[src/mpst_pkg.sv]
`default_nettype none
// -----------------------------------------------------------------------------
// Shared constants of the PHY status tracker.
// -----------------------------------------------------------------------------
package mpst_pkg;

  // Register byte offsets.
  localparam logic [7:0] MPST_CONTROL_OFS = 8'h00;
  localparam logic [7:0] MPST_ACK_OFS = 8'h04;
  localparam logic [7:0] MPST_LINK_OFS = 8'h08;
  localparam logic [7:0] MPST_RAW_OFS = 8'h0c;
  localparam logic [7:0] MPST_MASKED_OFS = 8'h10;
  localparam logic [7:0] MPST_SEL_FIRST_OFS = 8'h14;
  localparam logic [7:0] MPST_SEL_SECOND_OFS = 8'h18;
  localparam logic [7:0] MPST_INT_STATUS_OFS = 8'h1c;
  localparam logic [7:0] MPST_INT_CLEAR_OFS = 8'h20;
  localparam logic [7:0] MPST_INT_ENABLE_OFS = 8'h24;

  // Field positions.
  localparam int MPST_FAULT_EN_BIT = 18;
  localparam int MPST_FAULT_BIT = 19;
  localparam int MPST_SEL_EN_BIT = 7;
  localparam int MPST_INT_FAULT_BIT = 2;

  // Reset values.
  localparam logic [31:0] MPST_FLAGS_RST = 32'h0000_0000;
  localparam logic [1:0] MPST_EVENTS_RST = 2'h0;
  localparam logic [4:0] MPST_SEL_ADDR_RST = 5'h00;
  localparam logic [2:0] MPST_INT_EN_RST = 3'h0;

  // AXI4-Lite response codes.
  localparam logic [1:0] MPST_RESP_OKAY = 2'h0;
  localparam logic [1:0] MPST_RESP_SLVERR = 2'h2;

endpackage : mpst_pkg
`default_nettype wire

[src/mpst_sync.sv]
`timescale 1ns/10ps
`default_nettype none
// -----------------------------------------------------------------------------
// Two flip-flop synchroniser for pin levels.
// -----------------------------------------------------------------------------
module mpst_sync #(
  parameter int WIDTH = 2
) (
  input wire logic clk_i, // Block clock.
  input wire logic reset_i, // Synchronous reset, active high.
  input wire logic [WIDTH-1:0] async_i, // Levels from outside the clock domain.
  output logic [WIDTH-1:0] sync_o // Levels after two flip-flops.
);

  typedef struct packed {
    logic [WIDTH-1:0] first;
    logic [WIDTH-1:0] second;
  } mpst_sync_s;

  mpst_sync_s st;
  mpst_sync_s next_st;

  // The first stage feeds only the second stage.
  always_comb begin
    next_st.first = async_i;
    next_st.second = st.first;
  end

  // State register.
  always_ff @(posedge clk_i) begin
    if (reset_i) begin
      st <= '0;
    end else begin
      st <= next_st;
    end
  end

  assign sync_o = st.second;

endmodule // mpst_sync
`default_nettype wire

[src/mpst_fault_mon.sv]
`timescale 1ns/10ps
`default_nettype none
// -----------------------------------------------------------------------------
// Data pin read-back monitor.
// -----------------------------------------------------------------------------
module mpst_fault_mon (
  input wire logic clk_i, // Block clock.
  input wire logic reset_i, // Synchronous reset, active high.
  input wire logic enable_i, // Fault detection enabled.
  input wire logic mdclk_sync_i, // Synchronised management clock.
  input wire logic mdio_sync_i, // Synchronised data pin level.
  input wire logic drive_en_i, // Frame engine drives the data pin.
  input wire logic drive_value_i, // Level the frame engine drives.
  output logic fault_event_o // One-cycle pulse on a read-back mismatch.
);

  typedef struct packed {
    logic mdclk_prev;
    logic fault_event;
  } mpst_fault_s;

  mpst_fault_s st;
  mpst_fault_s next_st;

  // Compare pin and driven level at each rising management clock edge.
  always_comb begin
    next_st.mdclk_prev = mdclk_sync_i;
    next_st.fault_event = enable_i && drive_en_i && mdclk_sync_i && !st.mdclk_prev
                          && (mdio_sync_i != drive_value_i);
  end

  // State register.
  always_ff @(posedge clk_i) begin
    if (reset_i) begin
      st <= '0;
    end else begin
      st <= next_st;
    end
  end

  assign fault_event_o = st.fault_event;

endmodule // mpst_fault_mon
`default_nettype wire

[src/mpst_tracker.sv]
//Contract
// - Keep one acknowledge flag per PHY address in a 32-bit word.
// - A PHY access without acknowledge clears that address's acknowledge flag.
// - Every access, user or polling, updates the acknowledge flag of its address.
// - Acknowledge flags reset to zero; writing one clears, writing zero keeps.
// - Link flags change only on reads of a PHY's generic status register.
// - Link flag sets when the PHY acknowledges the status read and has link.
// - Link flag clears on no link or on a missing acknowledge.
// - The 32 link flags are read-only, reset to zero, writes ignored.
// - Two raw link-change bits 1-0 set when the selected PHY's link flag changes.
// - Raw bit 0 follows the first select entry, bit 1 the second.
// - Raw bits reset to zero; writing one clears, writing zero does nothing.
// - A masked view of the two events sits in bits 1-0, resetting to zero.
// - Masked bit is raw and enabled; writing one to it clears the event.
// - With detection enabled, a pin read-back mismatch sets a sticky fault and resets.
`timescale 1ns/10ps
`default_nettype none
module mpst_tracker
  import mpst_pkg::*;
(
  input wire logic clk_i, // Block clock, 40 MHz.
  input wire logic reset_i, // Synchronous reset, active high.
  // AXI4-Lite slave.
  input wire logic [7:0] s_axi_awaddr, // Write address.
  input wire logic s_axi_awvalid, // Write address valid.
  output logic s_axi_awready, // Write address ready.
  input wire logic [31:0] s_axi_wdata, // Write data.
  input wire logic [3:0] s_axi_wstrb, // Write byte strobes.
  input wire logic s_axi_wvalid, // Write data valid.
  output logic s_axi_wready, // Write data ready.
  output logic [1:0] s_axi_bresp, // Write response.
  output logic s_axi_bvalid, // Write response valid.
  input wire logic s_axi_bready, // Write response ready.
  input wire logic [7:0] s_axi_araddr, // Read address.
  input wire logic s_axi_arvalid, // Read address valid.
  output logic s_axi_arready, // Read address ready.
  output logic [31:0] s_axi_rdata, // Read data.
  output logic [1:0] s_axi_rresp, // Read response.
  output logic s_axi_rvalid, // Read data valid.
  input wire logic s_axi_rready, // Read data ready.
  // Management bus pins and frame engine.
  input wire logic mdclk_i, // Management clock pin level.
  input wire logic mdio_data_i, // Data pin read-back level.
  input wire logic mdio_drive_en_i, // Frame engine drives the data pin.
  input wire logic mdio_drive_value_i, // Level the frame engine drives.
  input wire logic access_done_i, // One-cycle pulse: a PHY access ended.
  input wire logic [4:0] access_phy_addr_i, // PHY address of that access.
  input wire logic access_ack_i, // The PHY acknowledged the access.
  input wire logic access_status_read_i, // The access read the generic status register.
  input wire logic access_link_up_i, // Link bit of the status read data.
  output logic fault_reset_o, // One-cycle pulse resetting the frame engine.
  output logic link_change_irq_o, // Link-change interrupt level.
  output logic irq_o // Combined enabled interrupt level.
);

  // ---------------------------------------------------------------------------
  // State
  // ---------------------------------------------------------------------------

  typedef struct packed {
    logic aw_ready;
    logic w_ready;
    logic aw_held;
    logic w_held;
    logic [7:0] wr_addr;
    logic [31:0] wr_data;
    logic [3:0] wr_strb;
    logic bvalid;
    logic [1:0] bresp;
    logic ar_ready;
    logic rvalid;
    logic [31:0] rdata;
    logic [1:0] rresp;
    logic [31:0] phy_ack_flags;
    logic [31:0] phy_linkup_flags;
    logic [1:0] link_change_raw_events;
    logic [1:0][4:0] sel_addr;
    logic [1:0] link_change_event_enable;
    logic pin_fault_detect_enable;
    logic fault;
    logic fault_reset;
    logic [2:0] int_enable;
    logic link_irq;
    logic irq;
  } mpst_main_s;

  mpst_main_s st;
  mpst_main_s next_st;

  logic [1:0] pins_sync;
  logic fault_event;
  logic wr_fire;
  logic [31:0] wr_mask;
  logic [31:0] wr_bits;
  logic [31:0] ack_clr;
  logic [1:0] raw_clr;
  logic fault_clr;
  logic new_link;
  logic [2:0] int_flags;

  // ---------------------------------------------------------------------------
  // Pin synchronisation and fault monitor
  // ---------------------------------------------------------------------------

  // The management clock and data pin come from outside the clock domain.
  mpst_sync #(
    .WIDTH(2)
  ) u_sync (
    .clk_i(clk_i),
    .reset_i(reset_i),
    .async_i({mdclk_i, mdio_data_i}),
    .sync_o(pins_sync)
  );

  // Watches the data pin at each rising management clock edge.
  mpst_fault_mon u_fault_mon (
    .clk_i(clk_i),
    .reset_i(reset_i),
    .enable_i(st.pin_fault_detect_enable),
    .mdclk_sync_i(pins_sync[1]),
    .mdio_sync_i(pins_sync[0]),
    .drive_en_i(mdio_drive_en_i),
    .drive_value_i(mdio_drive_value_i),
    .fault_event_o(fault_event)
  );

  // ---------------------------------------------------------------------------
  // Register read view
  // ---------------------------------------------------------------------------

  // Returns the word seen by software at a register offset.
  function automatic logic [31:0] read_word(input mpst_main_s s, input logic [7:0] addr);
    logic [31:0] w;
    w = '0;
    unique case (addr)
      MPST_CONTROL_OFS: begin
        w[MPST_FAULT_EN_BIT] = s.pin_fault_detect_enable;
        w[MPST_FAULT_BIT] = s.fault;
      end
      MPST_ACK_OFS: w = s.phy_ack_flags;
      MPST_LINK_OFS: w = s.phy_linkup_flags;
      MPST_RAW_OFS: w[1:0] = s.link_change_raw_events;
      MPST_MASKED_OFS: w[1:0] = s.link_change_raw_events & s.link_change_event_enable;
      MPST_SEL_FIRST_OFS: begin
        w[4:0] = s.sel_addr[0];
        w[MPST_SEL_EN_BIT] = s.link_change_event_enable[0];
      end
      MPST_SEL_SECOND_OFS: begin
        w[4:0] = s.sel_addr[1];
        w[MPST_SEL_EN_BIT] = s.link_change_event_enable[1];
      end
      MPST_INT_STATUS_OFS: w[2:0] = {s.fault, s.link_change_raw_events};
      MPST_INT_ENABLE_OFS: w[2:0] = s.int_enable;
      default: w = '0;
    endcase
    return w;
  endfunction

  // Tells whether an offset holds a register.
  function automatic logic is_mapped(input logic [7:0] addr);
    logic m;
    m = 1'b0;
    unique case (addr)
      MPST_CONTROL_OFS, MPST_ACK_OFS, MPST_LINK_OFS, MPST_RAW_OFS, MPST_MASKED_OFS,
      MPST_SEL_FIRST_OFS, MPST_SEL_SECOND_OFS, MPST_INT_STATUS_OFS,
      MPST_INT_CLEAR_OFS, MPST_INT_ENABLE_OFS: m = 1'b1;
      default: m = 1'b0;
    endcase
    return m;
  endfunction

  // ---------------------------------------------------------------------------
  // Next state
  // ---------------------------------------------------------------------------

  // Bus handshakes, software writes, hardware updates and interrupts.
  always_comb begin
    next_st = st;
    new_link = 1'b0;
    int_flags = '0;

    // Address and data are taken independently and held until the write.
    if (s_axi_awvalid && st.aw_ready) begin
      next_st.aw_ready = 1'b0;
      next_st.aw_held = 1'b1;
      next_st.wr_addr = s_axi_awaddr;
    end
    if (s_axi_wvalid && st.w_ready) begin
      next_st.w_ready = 1'b0;
      next_st.w_held = 1'b1;
      next_st.wr_data = s_axi_wdata;
      next_st.wr_strb = s_axi_wstrb;
    end
    if (st.bvalid && s_axi_bready) begin
      next_st.bvalid = 1'b0;
      next_st.aw_ready = 1'b1;
      next_st.w_ready = 1'b1;
    end

    // The write takes effect once both halves are held.
    wr_fire = st.aw_held && st.w_held && !st.bvalid;
    wr_mask = {{8{st.wr_strb[3]}}, {8{st.wr_strb[2]}}, {8{st.wr_strb[1]}}, {8{st.wr_strb[0]}}};
    wr_bits = st.wr_data & wr_mask;
    if (wr_fire) begin
      next_st.aw_held = 1'b0;
      next_st.w_held = 1'b0;
      next_st.bvalid = 1'b1;
      next_st.bresp = is_mapped(st.wr_addr) ? MPST_RESP_OKAY : MPST_RESP_SLVERR;
    end

    // One bits written to the clearable registers form the clear masks.
    ack_clr = (wr_fire && st.wr_addr == MPST_ACK_OFS) ? wr_bits : '0;
    raw_clr = '0;
    fault_clr = 1'b0;
    if (wr_fire) begin
      unique case (st.wr_addr)
        MPST_RAW_OFS: raw_clr = wr_bits[1:0];
        MPST_MASKED_OFS: raw_clr = wr_bits[1:0];
        MPST_INT_CLEAR_OFS: begin
          raw_clr = wr_bits[1:0];
          fault_clr = wr_bits[MPST_INT_FAULT_BIT];
        end
        MPST_CONTROL_OFS: begin
          fault_clr = wr_bits[MPST_FAULT_BIT];
          if (st.wr_strb[2]) begin
            next_st.pin_fault_detect_enable = st.wr_data[MPST_FAULT_EN_BIT];
          end
        end
        MPST_SEL_FIRST_OFS: begin
          if (st.wr_strb[0]) begin
            next_st.sel_addr[0] = st.wr_data[4:0];
            next_st.link_change_event_enable[0] = st.wr_data[MPST_SEL_EN_BIT];
          end
        end
        MPST_SEL_SECOND_OFS: begin
          if (st.wr_strb[0]) begin
            next_st.sel_addr[1] = st.wr_data[4:0];
            next_st.link_change_event_enable[1] = st.wr_data[MPST_SEL_EN_BIT];
          end
        end
        MPST_INT_ENABLE_OFS: begin
          if (st.wr_strb[0]) begin
            next_st.int_enable = st.wr_data[2:0];
          end
        end
        default: begin
          // Link flags and unmapped offsets ignore writes.
        end
      endcase
    end

    // Software clears first, so a hardware event in the same cycle wins.
    next_st.phy_ack_flags = st.phy_ack_flags & ~ack_clr;
    next_st.link_change_raw_events = st.link_change_raw_events & ~raw_clr;
    next_st.fault = st.fault & ~fault_clr;

    // Each finished access records whether its PHY acknowledged.
    if (access_done_i) begin
      next_st.phy_ack_flags[access_phy_addr_i] = access_ack_i;
    end

    // Only a generic status read refreshes the link flag of its address.
    if (access_done_i && access_status_read_i) begin
      new_link = access_ack_i && access_link_up_i;
      // Each select entry compares against the flag as it stood before this read,
      // so both entries see the change when they name the same PHY.
      for (int k = 0; k < 2; k++) begin
        if (st.sel_addr[k] == access_phy_addr_i
            && new_link != st.phy_linkup_flags[access_phy_addr_i]) begin
          next_st.link_change_raw_events[k] = 1'b1;
        end
      end
      next_st.phy_linkup_flags[access_phy_addr_i] = new_link;
    end

    // A read-back mismatch is sticky and restarts the frame engine.
    next_st.fault_reset = fault_event;
    if (fault_event) begin
      next_st.fault = 1'b1;
    end

    // Interrupt outputs follow the updated flags.
    next_st.link_irq = |(next_st.link_change_raw_events & next_st.link_change_event_enable);
    int_flags = {next_st.fault, next_st.link_change_raw_events};
    next_st.irq = |(int_flags & next_st.int_enable);

    // A read is answered in the cycle after the address is taken.
    if (s_axi_arvalid && st.ar_ready) begin
      next_st.ar_ready = 1'b0;
      next_st.rvalid = 1'b1;
      next_st.rdata = read_word(st, s_axi_araddr);
      next_st.rresp = is_mapped(s_axi_araddr) ? MPST_RESP_OKAY : MPST_RESP_SLVERR;
    end
    if (st.rvalid && s_axi_rready) begin
      next_st.rvalid = 1'b0;
      next_st.ar_ready = 1'b1;
    end
  end

  // ---------------------------------------------------------------------------
  // State register
  // ---------------------------------------------------------------------------

  // All flags and bus state start cleared; ready signals start high.
  always_ff @(posedge clk_i) begin
    if (reset_i) begin
      st <= '0;
      st.aw_ready <= 1'b1;
      st.w_ready <= 1'b1;
      st.ar_ready <= 1'b1;
      st.phy_ack_flags <= MPST_FLAGS_RST;
      st.phy_linkup_flags <= MPST_FLAGS_RST;
      st.link_change_raw_events <= MPST_EVENTS_RST;
      st.sel_addr <= {MPST_SEL_ADDR_RST, MPST_SEL_ADDR_RST};
      st.int_enable <= MPST_INT_EN_RST;
    end else begin
      st <= next_st;
    end
  end

  // ---------------------------------------------------------------------------
  // Outputs
  // ---------------------------------------------------------------------------

  // Every output is a field of the state register.
  assign s_axi_awready = st.aw_ready;
  assign s_axi_wready = st.w_ready;
  assign s_axi_bvalid = st.bvalid;
  assign s_axi_bresp = st.bresp;
  assign s_axi_arready = st.ar_ready;
  assign s_axi_rvalid = st.rvalid;
  assign s_axi_rdata = st.rdata;
  assign s_axi_rresp = st.rresp;
  assign fault_reset_o = st.fault_reset;
  assign link_change_irq_o = st.link_irq;
  assign irq_o = st.irq;

endmodule // mpst_tracker
`default_nettype wire

[config.mk]
export PLATFORM = sky130hd
export DESIGN_NAME = mpst_tracker
export DESIGN_NICKNAME = d
export VERILOG_FILES = /design/src/mpst_pkg.sv /design/src/mpst_sync.sv /design/src/mpst_fault_mon.sv /design/src/mpst_tracker.sv
export SDC_FILE = /design/constraint.sdc
export NUM_CORES = 1
export LEC_CHECK = 0
export BUFFER_PORTS_ARGS = -buffer_cell sky130_fd_sc_hd__buf_2
export CAP_MARGIN = 20
export CORE_ASPECT_RATIO = 0.7
export CORE_UTILIZATION = 30
export DETAILED_ROUTE_END_ITERATION = 10
export HOLD_SLACK_MARGIN = 0.12
export PLACE_DENSITY_LB_ADDON = 0.2
export RECOVER_POWER = 100
export SETUP_SLACK_MARGIN = 0.1
export SKIP_CTS_REPAIR_TIMING = 1
export SLEW_MARGIN = 15
export SYNTH_ARGS = -nofsm -noshare
export SYNTH_HDL_FRONTEND = slang
export SYNTH_SLANG_ARGS = --single-unit
[constraint.sdc]
create_clock -name clk_i -period 3.4 [get_ports clk_i]
set_input_delay 0.34 -clock clk_i [delete_from_list [all_inputs] [get_ports clk_i]]
set_output_delay 0.34 -clock clk_i [all_outputs]
set_load 0.01 [all_outputs]
==> results of run 1 <==
==> flip-flops by register name, summed over array words and instances (netlist names), 2 cells and up <==
register        count
st                129
s_axi_rdata        32
u_sync.next_st      2
u_sync.sync_o       2
==> cells by family after synthesis <==
kind of cell / synth area share (%)
AOI/OAI and AO/OA: 17.9
DFF: 43.3
other: 0.0458
xor gates and xnor gates: 1.50
muxes: 4.78
buffers and inverters: 8.01
and+or+nand+nor: 24.5
==> power by group through the flow <==
stage	Clock [mW]	Combinational (mW)	Sequential, mW
2_1_floorplan	0	0.307	2.22
3_3_place_gp	0	0.422	2.24
3_5_place_dp	0	0.425	2.24
4_1_cts	2.20	0.426	2.19
5_1_grt	2.29	0.465	2.20
6_report	2.15	0.415	2.19
==> per-stage QoR <==
step           area, um2  power, mW  cells
3_5_place_dp        8740       2.66   1388
2_1_floorplan       8190       2.52   1021
5_1_grt             9280       4.96   1422
4_1_cts             9370       4.82   1420
3_3_place_gp        8740       2.66   1388
6_report            9280       4.76   1423
==> cell type report <==
type / instances / area share [%]
antenna: 1 / 0.0270
multi-input combinational: 710 / 43.0
timing repair buffer: 134 / 6.82
sequential: 177 / 38.2
inverter: 5 / 0.202
clock buffer: 20 / 4.92
tap: 364 / 4.91
clock inverter: 12 / 1.94
==> path summary, 6_finish.rpt <==
check	slack, ns	cells after the start	from	end
worst max-delay path	0.73	9	s_axi_araddr[2]	s_axi_rdata[3]
worst min-delay path	0.10	2	mdio_data_i	u_sync.next_st[0]
worst max register to register	0.90	7	s_axi_bvalid	irq_o
worst min register to register	0.38	1	u_fault_mon.st[1]	u_fault_mon.fault_event_o
==> synthesized netlist by cell type (2+ instances only) <==
cell type and number:
nor3b_1 8, xor2_1 7, dfxtp_1 177, and3_1 4, nand4_1 15, buf_4 37
nand3_1 78, a32oi_1 4, inv_1 5, or3b_2 3, a22o_1 5, clkbuf_1 76
o21ai_0 35, nand2b_1 3, o32ai_1 4, nor4_4 2, nor2_1 71, nor4b_1 7
a22oi_1 13, buf_2 11, xnor2_1 7, buf_1 5, a21oi_1 120, o211ai_1 28
nor4_1 6, a221oi_1 24, nor3_1 37, or4_1 2, and2_1 10, nand3b_1 9
mux2i_1 38, or2_2 4, and3b_1 3, nand2_1 144, nor2b_1 8
==> worst max-delay path: cells and delay by family <==
family                 cells  cell delay, ns
AO/OA/AOI/OAI              2            0.31
AND/OR/NAND/NOR            5            1.15
buffers and inverters      2            1.21
==> routing by layer <==
layer	global-route usage [%]	routed length [um]
met2	24.4	9860
met1	34.0	14900
met4	3.21	151
met5	0	0
met3	6.57	3070
==> flow_metrics.env, run 1 <==
export IMPL_status="complete, but fails checks"
export IMPL_violations="max-capacitance violations, max-slew violations"
export IMPL_drv_cap=1
export IMPL_cts_root_buffer="clkbuf_16"
export IMPL_p_int_mw=3.55
export IMPL_clock_sinks=177
export IMPL_worstMarginPinSlew_ns=1.69
export IMPL_antenna_found_initial=0
export IMPL_grt_max_degree=74
export IMPL_crit_type="in2reg"
export IMPL_ys_ff_latch=177
export IMPL_drt_iter0_drc=930
export IMPL_die_h_um=140
export IMPL_place_ws_ns=0.806
export IMPL_ir_drop_mv=0.341
export IMPL_p_leak_nw=3.22
export IMPL_register_area_um2=3540
export IMPL_utilization_pct=34.7
export IMPL_finClkSkew_ns=0.00903
export IMPL_yosysTopAreaCell="dfxtp_1"
export IMPL_yosys_most_used_dff="dfxtp_1"
export IMPL_wl_per_cell_um=19.7
export IMPL_final_cell_mix="dfxtp_1 (177), nand2_1 (144), a21oi_1 (120), nand3_1 (79), nor2_1 (70)"
export IMPL_p_comb_share_pct=8.7
export IMPL_relSlewSlack_pct=-12.9
export IMPL_cts_buffer_depth=2
export IMPL_rsz0062_at_grt="false"
export IMPL_clkLatencyLatePin_ns=0.45
export IMPL_gp_congestion=0.892
export IMPL_yosys_top_cells_area="dfxtp_1 (43%), a21oi_1 (7.3%), nand2_1 (6.6%)"
export IMPL_track_usage_pct=20.5
export IMPL_ys_seq_area_share_pct=43.3
export IMPL_nFillCells=2960
export IMPL_fin_setup_tns_ns=0
export IMPL_ys_types=45
export IMPL_synth_edf_count=0
export IMPL_dp_hpwl_um=20300
export IMPL_sw_frac_of_total_pct=25.5
export IMPL_avgSynthCellArea_um2=8.03
export IMPL_via_count=7513
export IMPL_layout_nets=1117
export IMPL_grt_first_pass_wirelength_um=42900
export IMPL_clkTransAtPathRegs_ns=0.07
export IMPL_yosysWarningCount=0
export IMPL_port_buffers=113
export IMPL_cp_data_arrival_time_ns=3.04
export IMPL_die_area_um2=28000
export IMPL_post_route_period_util_pct=78.6
export IMPL_cp_slowest_cell="clkbuf_1"
export IMPL_synth_top_area_share_pct=43.3
export IMPL_worst_slack_ns=0.729
export IMPL_min_path_type="in2reg"
export IMPL_worstPathRequired_ns=3.77
export IMPL_clock_fmax_mhz=374
export IMPL_ant_nets=0
export IMPL_netlist_area_um2=8190
export IMPL_fin_hold_ws_ns=0.104
export IMPL_gr_total_overflow=0
export IMPL_cp_start_kind="input pin"
export IMPL_seqPwrFrac_pct=46.0
export IMPL_rows=50
export IMPL_first_pass_iters=6
export IMPL_syn_inst=1020
export IMPL_area_delta_synth_final_pct=13.3
export IMPL_crit_fanout=31
export IMPL_grt_pass1_vias=6805
export IMPL_numCtsBuffers=17
export IMPL_critical_path_cell_chain="buf_2 > nor4b_1 > nand2_1 > nor2_2 > clkbuf_1 > a22oi_1 > nand2_1 > a22oi_1 > nor2_1"
export IMPL_start_util_pct=30.6
export IMPL_drive_gt1_share_pct=11.5
export IMPL_hold_viol=0
export IMPL_io_pins=116
export IMPL_core_area_um2=26800
export IMPL_vias_per_cell=5.28
export IMPL_setup_viol=0
export IMPL_switching_power_mw=1.21
export IMPL_drc_errors=0
export IMPL_clockPowerShare_pct=45.3
export IMPL_endpoint_kind="flop"
export IMPL_routed_wl_um=28000
export IMPL_fin_crit_ns=2.67
export IMPL_postSynth_asyncResetShare_pct=0
export IMPL_cpPeakStageDelay_ns=1.01
export IMPL_h_tree_depth=4
export IMPL_cts_tree="yes"
export IMPL_power_per_cell_area_nw_per_um2=513
export IMPL_slew_violations=74
export IMPL_final_common_cell="dfxtp_1"
export IMPL_multi_input_area_um2=3990
export IMPL_die_w_um=199
Note: power is estimated with default switching activity, not from simulation.
==> run 2, diff against run 1 <==
==> constraint.sdc (replaced) <==
create_clock -name clk_i -period 2.4 [get_ports clk_i]
set_input_delay 0.24 -clock clk_i [delete_from_list [all_inputs] [get_ports clk_i]]
set_output_delay 0.24 -clock clk_i [all_outputs]
set_load 0.01 [all_outputs]
==> flow_metrics.env, run 2 (synthesized netlist as in run 1, its figures left out) <==
export IMPL_whs_path_depth=3
export IMPL_crit_type="reg2reg"
export IMPL_drv_cap=0
export IMPL_start_util_pct=30.6
export IMPL_rows=50
export IMPL_die_h_um=140
export IMPL_rr_worst_depth=7
export IMPL_relSlewSlack_pct=21.2
export IMPL_cp_data_arrival_time_ns=2.48
export IMPL_routed_wl_um=28500
export IMPL_worstPathRequired_ns=2.72
export IMPL_status="finished, final reports clean"
export IMPL_diodes=0
export IMPL_drive_gt1_share_pct=12.4
export IMPL_cts_tree="yes"
export IMPL_register_area_um2=3540
export IMPL_utilization_pct=37.1
export IMPL_fin_crit_ns=2.16
export IMPL_ir_drop_mv=0.431
export IMPL_timing_critical_path_buf_inv=1
export IMPL_clkTransAtPathRegs_ns=0.07
export IMPL_layout_nets=1185
export IMPL_clock_fmax_mhz=462
export IMPL_nFillCells=2869
export IMPL_p_leak_nw=3.54
export IMPL_via_count=7696
export IMPL_die_w_um=199
export IMPL_cts_root_buffer="clkbuf_16"
export IMPL_cpPeakStageDelay_ns=0.52
export IMPL_clkLatencyLatePin_ns=0.43
export IMPL_slew_violations=0
export IMPL_setup_viol=0
export IMPL_clock_sinks=177
export IMPL_core_area_um2=26800
export IMPL_finClkSkew_ns=0.00777
export IMPL_placedCellCount=1407
export IMPL_endpoint_kind="flop"
export IMPL_post_route_period_util_pct=90.1
export IMPL_grt_pass1_vias=6671
export IMPL_power_per_cell_area_nw_per_um2=680
export IMPL_fin_hold_ws_ns=0.121
export IMPL_crit_cells=7
export IMPL_drc_errors=0
export IMPL_track_usage_pct=20.3
export IMPL_critical_path_cell_chain="nor4_4 > nand3_1 > buf_4 > or4_1 > mux2i_1 > nor2_1 > a22o_1"
export IMPL_die_area_um2=28000
export IMPL_cp_slowest_cell="or4_1"
export IMPL_postPlaceCellArea_um2=8910
export IMPL_p_total_mw=6.75
export IMPL_grt_max_degree=75
export IMPL_antenna_found_initial=0
export IMPL_gr_total_overflow=0
export IMPL_port_buffers=113
export IMPL_largest_register="st"
export IMPL_rsz0062_at_grt="false"
export IMPL_cts_buffer_depth=2
export IMPL_grt_first_pass_wirelength_um=42300
export IMPL_area_delta_synth_final_pct=21.2
export IMPL_min_path_type="in2reg"
export IMPL_multi_input_area_um2=4000
export IMPL_largest_register_ffs=129
export IMPL_first_pass_iters=5
export IMPL_worstMarginPinSlew_ns=1.18
export IMPL_wl_per_cell_um=19.2
export IMPL_gp_congestion=0.897
export IMPL_final_common_cell="dfxtp_1"
export IMPL_ant_nets=0
export IMPL_dp_hpwl_um=20600
export IMPL_stdcell_count=1486
export IMPL_cp_start_kind="flop"
export IMPL_io_pins=116
export IMPL_crit_family="simple AND/OR/NAND/NOR gates"
export IMPL_fin_setup_tns_ns=0
export IMPL_final_cell_mix="dfxtp_1 (177), nand2_1 (144), a21oi_1 (120), nand3_1 (79), nor2_1 (71)"
export IMPL_h_tree_depth=4
export IMPL_numCtsBuffers=17
export IMPL_worst_slack_ns=0.236
export IMPL_hold_viol=0
export IMPL_final_area_um2=9920
export IMPL_place_ws_ns=-0.00107
export IMPL_vias_per_cell=5.18
export IMPL_drt_iter0_drc=706
export IMPL_crit_fanout=4
==> run 2: worst paths after layout <==
check	startpoint	end	slack (ns)
setup reg to reg	st[167]	link_change_irq_o	0.24
hold / removal	s_axi_arvalid	s_axi_arready	0.12
setup / recovery	st[167]	link_change_irq_o	0.24
hold reg to reg	u_fault_mon.st[1]	u_fault_mon.fault_event_o	0.38
==> run 2: routing by layer <==
layer  up-vias  part of all wire (%)  track usage, %
li1       3758                     -               -
met1      3659                    55            35.0
met2       269                    35            22.9
met3        10                   8.6            5.90
met4         0                  0.65            3.98
met5         -                     0               0
==> run 2: cell type report <==
class                           count  share of cell area, %
Multi-Input combinational cell    710                   40.3
Clock inverter                      5                   1.30
Inverter                            5                  0.189
Timing Repair Buffer              202                   13.1
Clock buffer                       23                   4.82
Sequential cell                   177                   35.7
Tap cell                          364                   4.59
==> run 2: tightest hold or removal path, cell delays in order <==
cell     delay, ns
buf_2         0.11
inv_1         0.05
a221o_1       0.13
==> run 2: power by group <==
| part | internal, mW | total, mW | leakage [nW] | switching (mW) |
|---|---|---|---|---|
| registers | 3.03 | 3.10 | 1.44 | 0.0743 |
| logic | 0.260 | 0.677 | 1.81 | 0.417 |
| clock network | 1.81 | 2.97 | 0.295 | 1.16 |
==> run 3, diff against run 2 <==
--- a/config.mk
+++ b/config.mk
@@ -18,4 +18,5 @@
 export SLEW_MARGIN = 15
 export SYNTH_ARGS = -nofsm -noshare
 export SYNTH_HDL_FRONTEND = slang
+export SYNTH_HIERARCHICAL = 1
 export SYNTH_SLANG_ARGS = --single-unit
==> flow_metrics.env, run 3 <==
export IMPL_start_util_pct=30.7
export IMPL_cts_root_buffer="clkbuf_16"
export IMPL_h_tree_depth=4
export IMPL_layout_nets=1208
export IMPL_area_delta_synth_final_pct=22.4
export IMPL_post_route_period_util_pct=89.4
export IMPL_cp_slowest_cell="nor3b_1"
export IMPL_final_common_cell="dfxtp_1"
export IMPL_crit_cells=6
export IMPL_port_buffers=113
export IMPL_worstPathRequired_ns=2.76
export IMPL_ir_drop_mv=0.465
export IMPL_p_int_mw=5.01
export IMPL_cts_buffer_depth=2
export IMPL_crit_type="in2reg"
export IMPL_synth_top_area_share_pct=43.0
export IMPL_timing_rr_end="irq_o"
export IMPL_clockPowerShare_pct=43.4
export IMPL_largest_register="st"
export IMPL_nFillCells=2804
export IMPL_reg2reg_from="st[166]"
export IMPL_crit_end="st[30]"
export IMPL_ys_top_cells_by_count="dfxtp_1 (177), nand2_1 (143), a21oi_1 (122)"
export IMPL_yosysTopAreaCell="dfxtp_1"
export IMPL_postPlaceCellArea_um2=9100
export IMPL_ys_seq_area_share_pct=43.0
export IMPL_crit_family="simple AND/OR/NAND/NOR gates"
export IMPL_drc_errors=0
export IMPL_p_comb_share_pct=10.5
export IMPL_hold_viol=0
export IMPL_register_area_um2=3540
export IMPL_multi_input_area_um2=4030
export IMPL_rr_worst_depth=7
export IMPL_endpoint_kind="flop"
export IMPL_synth_edf_count=0
export IMPL_power_per_cell_area_nw_per_um2=666
export IMPL_yosysWarningCount=6
export IMPL_track_usage_pct=20.6
export IMPL_routed_wl_um=29000
export IMPL_largest_register_ffs=129
export IMPL_drt_iter0_drc=782
export IMPL_cp_start_kind="input pin"
export IMPL_postSynth_asyncResetShare_pct=0
export IMPL_gp_congestion=0.942
export IMPL_grt_pass1_vias=6959
export IMPL_fin_crit_ns=2.15
export IMPL_final_area_um2=10100
export IMPL_setup_worst_path_start="access_phy_addr_i[1]"
export IMPL_clock_fmax_mhz=466
export IMPL_cpPeakStageDelay_ns=0.67
export IMPL_first_pass_iters=5
export IMPL_grt_max_degree=54
export IMPL_drv_cap=0
export IMPL_setup_viol=0
export IMPL_ys_types=55
export IMPL_ys_ff_latch=177
export IMPL_via_count=7942
export IMPL_ant_nets=0
export IMPL_clkTransAtPathRegs_ns=0.07
export IMPL_die_area_um2=28100
export IMPL_drive_gt1_share_pct=13.4
export IMPL_wl_per_cell_um=19.2
export IMPL_die_h_um=141
export IMPL_antenna_found_initial=1
export IMPL_finClkSkew_ns=0.0105
export IMPL_dp_hpwl_um=21100
export IMPL_numCtsBuffers=17
export IMPL_fin_setup_tns_ns=0
export IMPL_cts_tree="yes"
export IMPL_grt_first_pass_wirelength_um=43100
export IMPL_yosys_top_cells_area="dfxtp_1 (43%), a21oi_1 (7.4%), nand2_1 (6.5%)"
export IMPL_yosys_most_used_dff="dfxtp_1"
export IMPL_rsz0062_at_grt="false"
export IMPL_vias_per_cell=5.26
export IMPL_cp_data_arrival_time_ns=2.51
export IMPL_switching_power_mw=1.71
export IMPL_sw_frac_of_total_pct=25.4
export IMPL_critical_path_cell_chain="clkbuf_2 > clkbuf_1 > nor3b_1 > and2_0 > nand3_1 > a21oi_1"
export IMPL_final_cell_mix="dfxtp_1 (177), nand2_1 (143), a21oi_1 (122), nand3_1 (72), nor2_1 (72)"
export IMPL_io_pins=116
export IMPL_timing_critical_path_buf_inv=2
export IMPL_relSlewSlack_pct=19.1
export IMPL_clock_sinks=177
export IMPL_yosysMostFrequentCell="dfxtp_1"
export IMPL_p_leak_nw=3.71
export IMPL_slew_violations=0
export IMPL_core_area_um2=26800
export IMPL_rows=50
export IMPL_min_path_type="in2reg"
export IMPL_crit_fanout=17
export IMPL_r2r_setup_slack_ns=0.39
export IMPL_avgSynthCellArea_um2=8.07
export IMPL_clkLatencyLatePin_ns=0.44
export IMPL_die_w_um=200
export IMPL_syn_inst=1021
export IMPL_worstMarginPinSlew_ns=1.21
export IMPL_status="finished, final reports clean"
export IMPL_gr_total_overflow=0
export IMPL_netlist_area_um2=8240
export IMPL_seqPwrFrac_pct=46.1
-- run 3: changes by cell type after synthesis, moves of 6 or more --
cell,delta
clkbuf_1,-13
a22oi_1,-8
nor3_1,+8
o221ai_1,+7
nand3_1,-6
nor3b_1,-6
nor4b_1,-6
xnor2_1,-6
-- run 3: area by class of cell --
class | count | area share (%)
flip-flops and latches | 177 | 35.1
well taps | 364 | 4.52
inverters | 10 | 0.372
clock inverters | 8 | 1.29
multi-input cells | 717 | 40.0
clock buffers | 21 | 4.67
diodes | 1 | 0.0248
repair buffers | 213 | 14.0
-- run 3: worst min-delay path by stage --
| stage | startpoint | end | slack [ns] | cells after the start |
|---|---|---|---|---|
| 3_5_place_dp | u_fault_mon/st[1] | u_fault_mon/fault_event_o | 0.40 | 1 |
| 4_1_cts | s_axi_wvalid | s_axi_wready | -0.01 | 2 |
| 6_report | s_axi_arvalid | s_axi_arready | 0.11 | 3 |
| 3_3_place_gp | u_fault_mon/st[1] | u_fault_mon/fault_event_o | 0.40 | 1 |
| 5_1_grt | s_axi_arvalid | s_axi_arready | 0.12 | 3 |
| 2_1_floorplan | reset_i | u_sync/next_st[0] | 0.31 | 1 |
-- run 3: cell families after synthesis --
group	count (synthesis)	synth area share (%)
AND/OR/NAND/NOR	411	24.1
AO/OA/AOI/OAI	254	19.1
flip-flops	177	43.0
buffers and inverters	128	7.84
multiplexers	39	4.77
XOR/XNOR	11	1.17
other	1	0.0455
-- run 3: power groups by stage --
stage          registers [mW]  clock network, mW  logic, mW
2_1_floorplan            3.14                  0      0.439
3_3_place_gp             3.16                  0      0.652
3_5_place_dp             3.16                  0      0.660
4_1_cts                  3.10               2.97      0.662
5_1_grt                  3.11               3.09      0.775
6_report                 3.10               2.91      0.705
-- run 3: stage by stage --
| stage | utilization (%) | power (mW) | setup slack [ns] | cells | hold slack (ns) |
|---|---|---|---|---|---|
| 2_1_floorplan | - | 3.58 | 0.408 | 1022 | 0.312 |
| 3_3_place_gp | 33.9 | 3.81 | 0.173 | 1430 | 0.396 |
| 3_5_place_dp | 33.9 | 3.82 | 0.0818 | 1430 | 0.396 |
| 4_1_cts | 36.1 | 6.73 | 0.440 | 1459 | -0.0109 |
| 5_1_grt | 37.6 | 6.97 | 0.163 | 1510 | 0.121 |
| 6_report | 37.6 | 6.72 | 0.254 | 1511 | 0.113 |
-- run 3: routing by layer --
layer	part of all wire, %	wire length [um]	track usage (%)	vias up
met5	0	0	0	-
met4	0.93	271	4.58	0
met3	9.8	2840	6.87	24
met2	36	10600	24.6	307
met1	53	15300	33.6	3764
li1	-	-	-	3847
-- run 3: worst reg2reg max path, stage by stage (launching register included) --
cell,delay (ns)
dfxtp_1,0.47
nor2_1,0.11
nor4b_1,0.27
a31oi_1,0.13
o31a_1,0.34
nor3_1,0.29
buf_4,0.17
o32ai_1,0.06
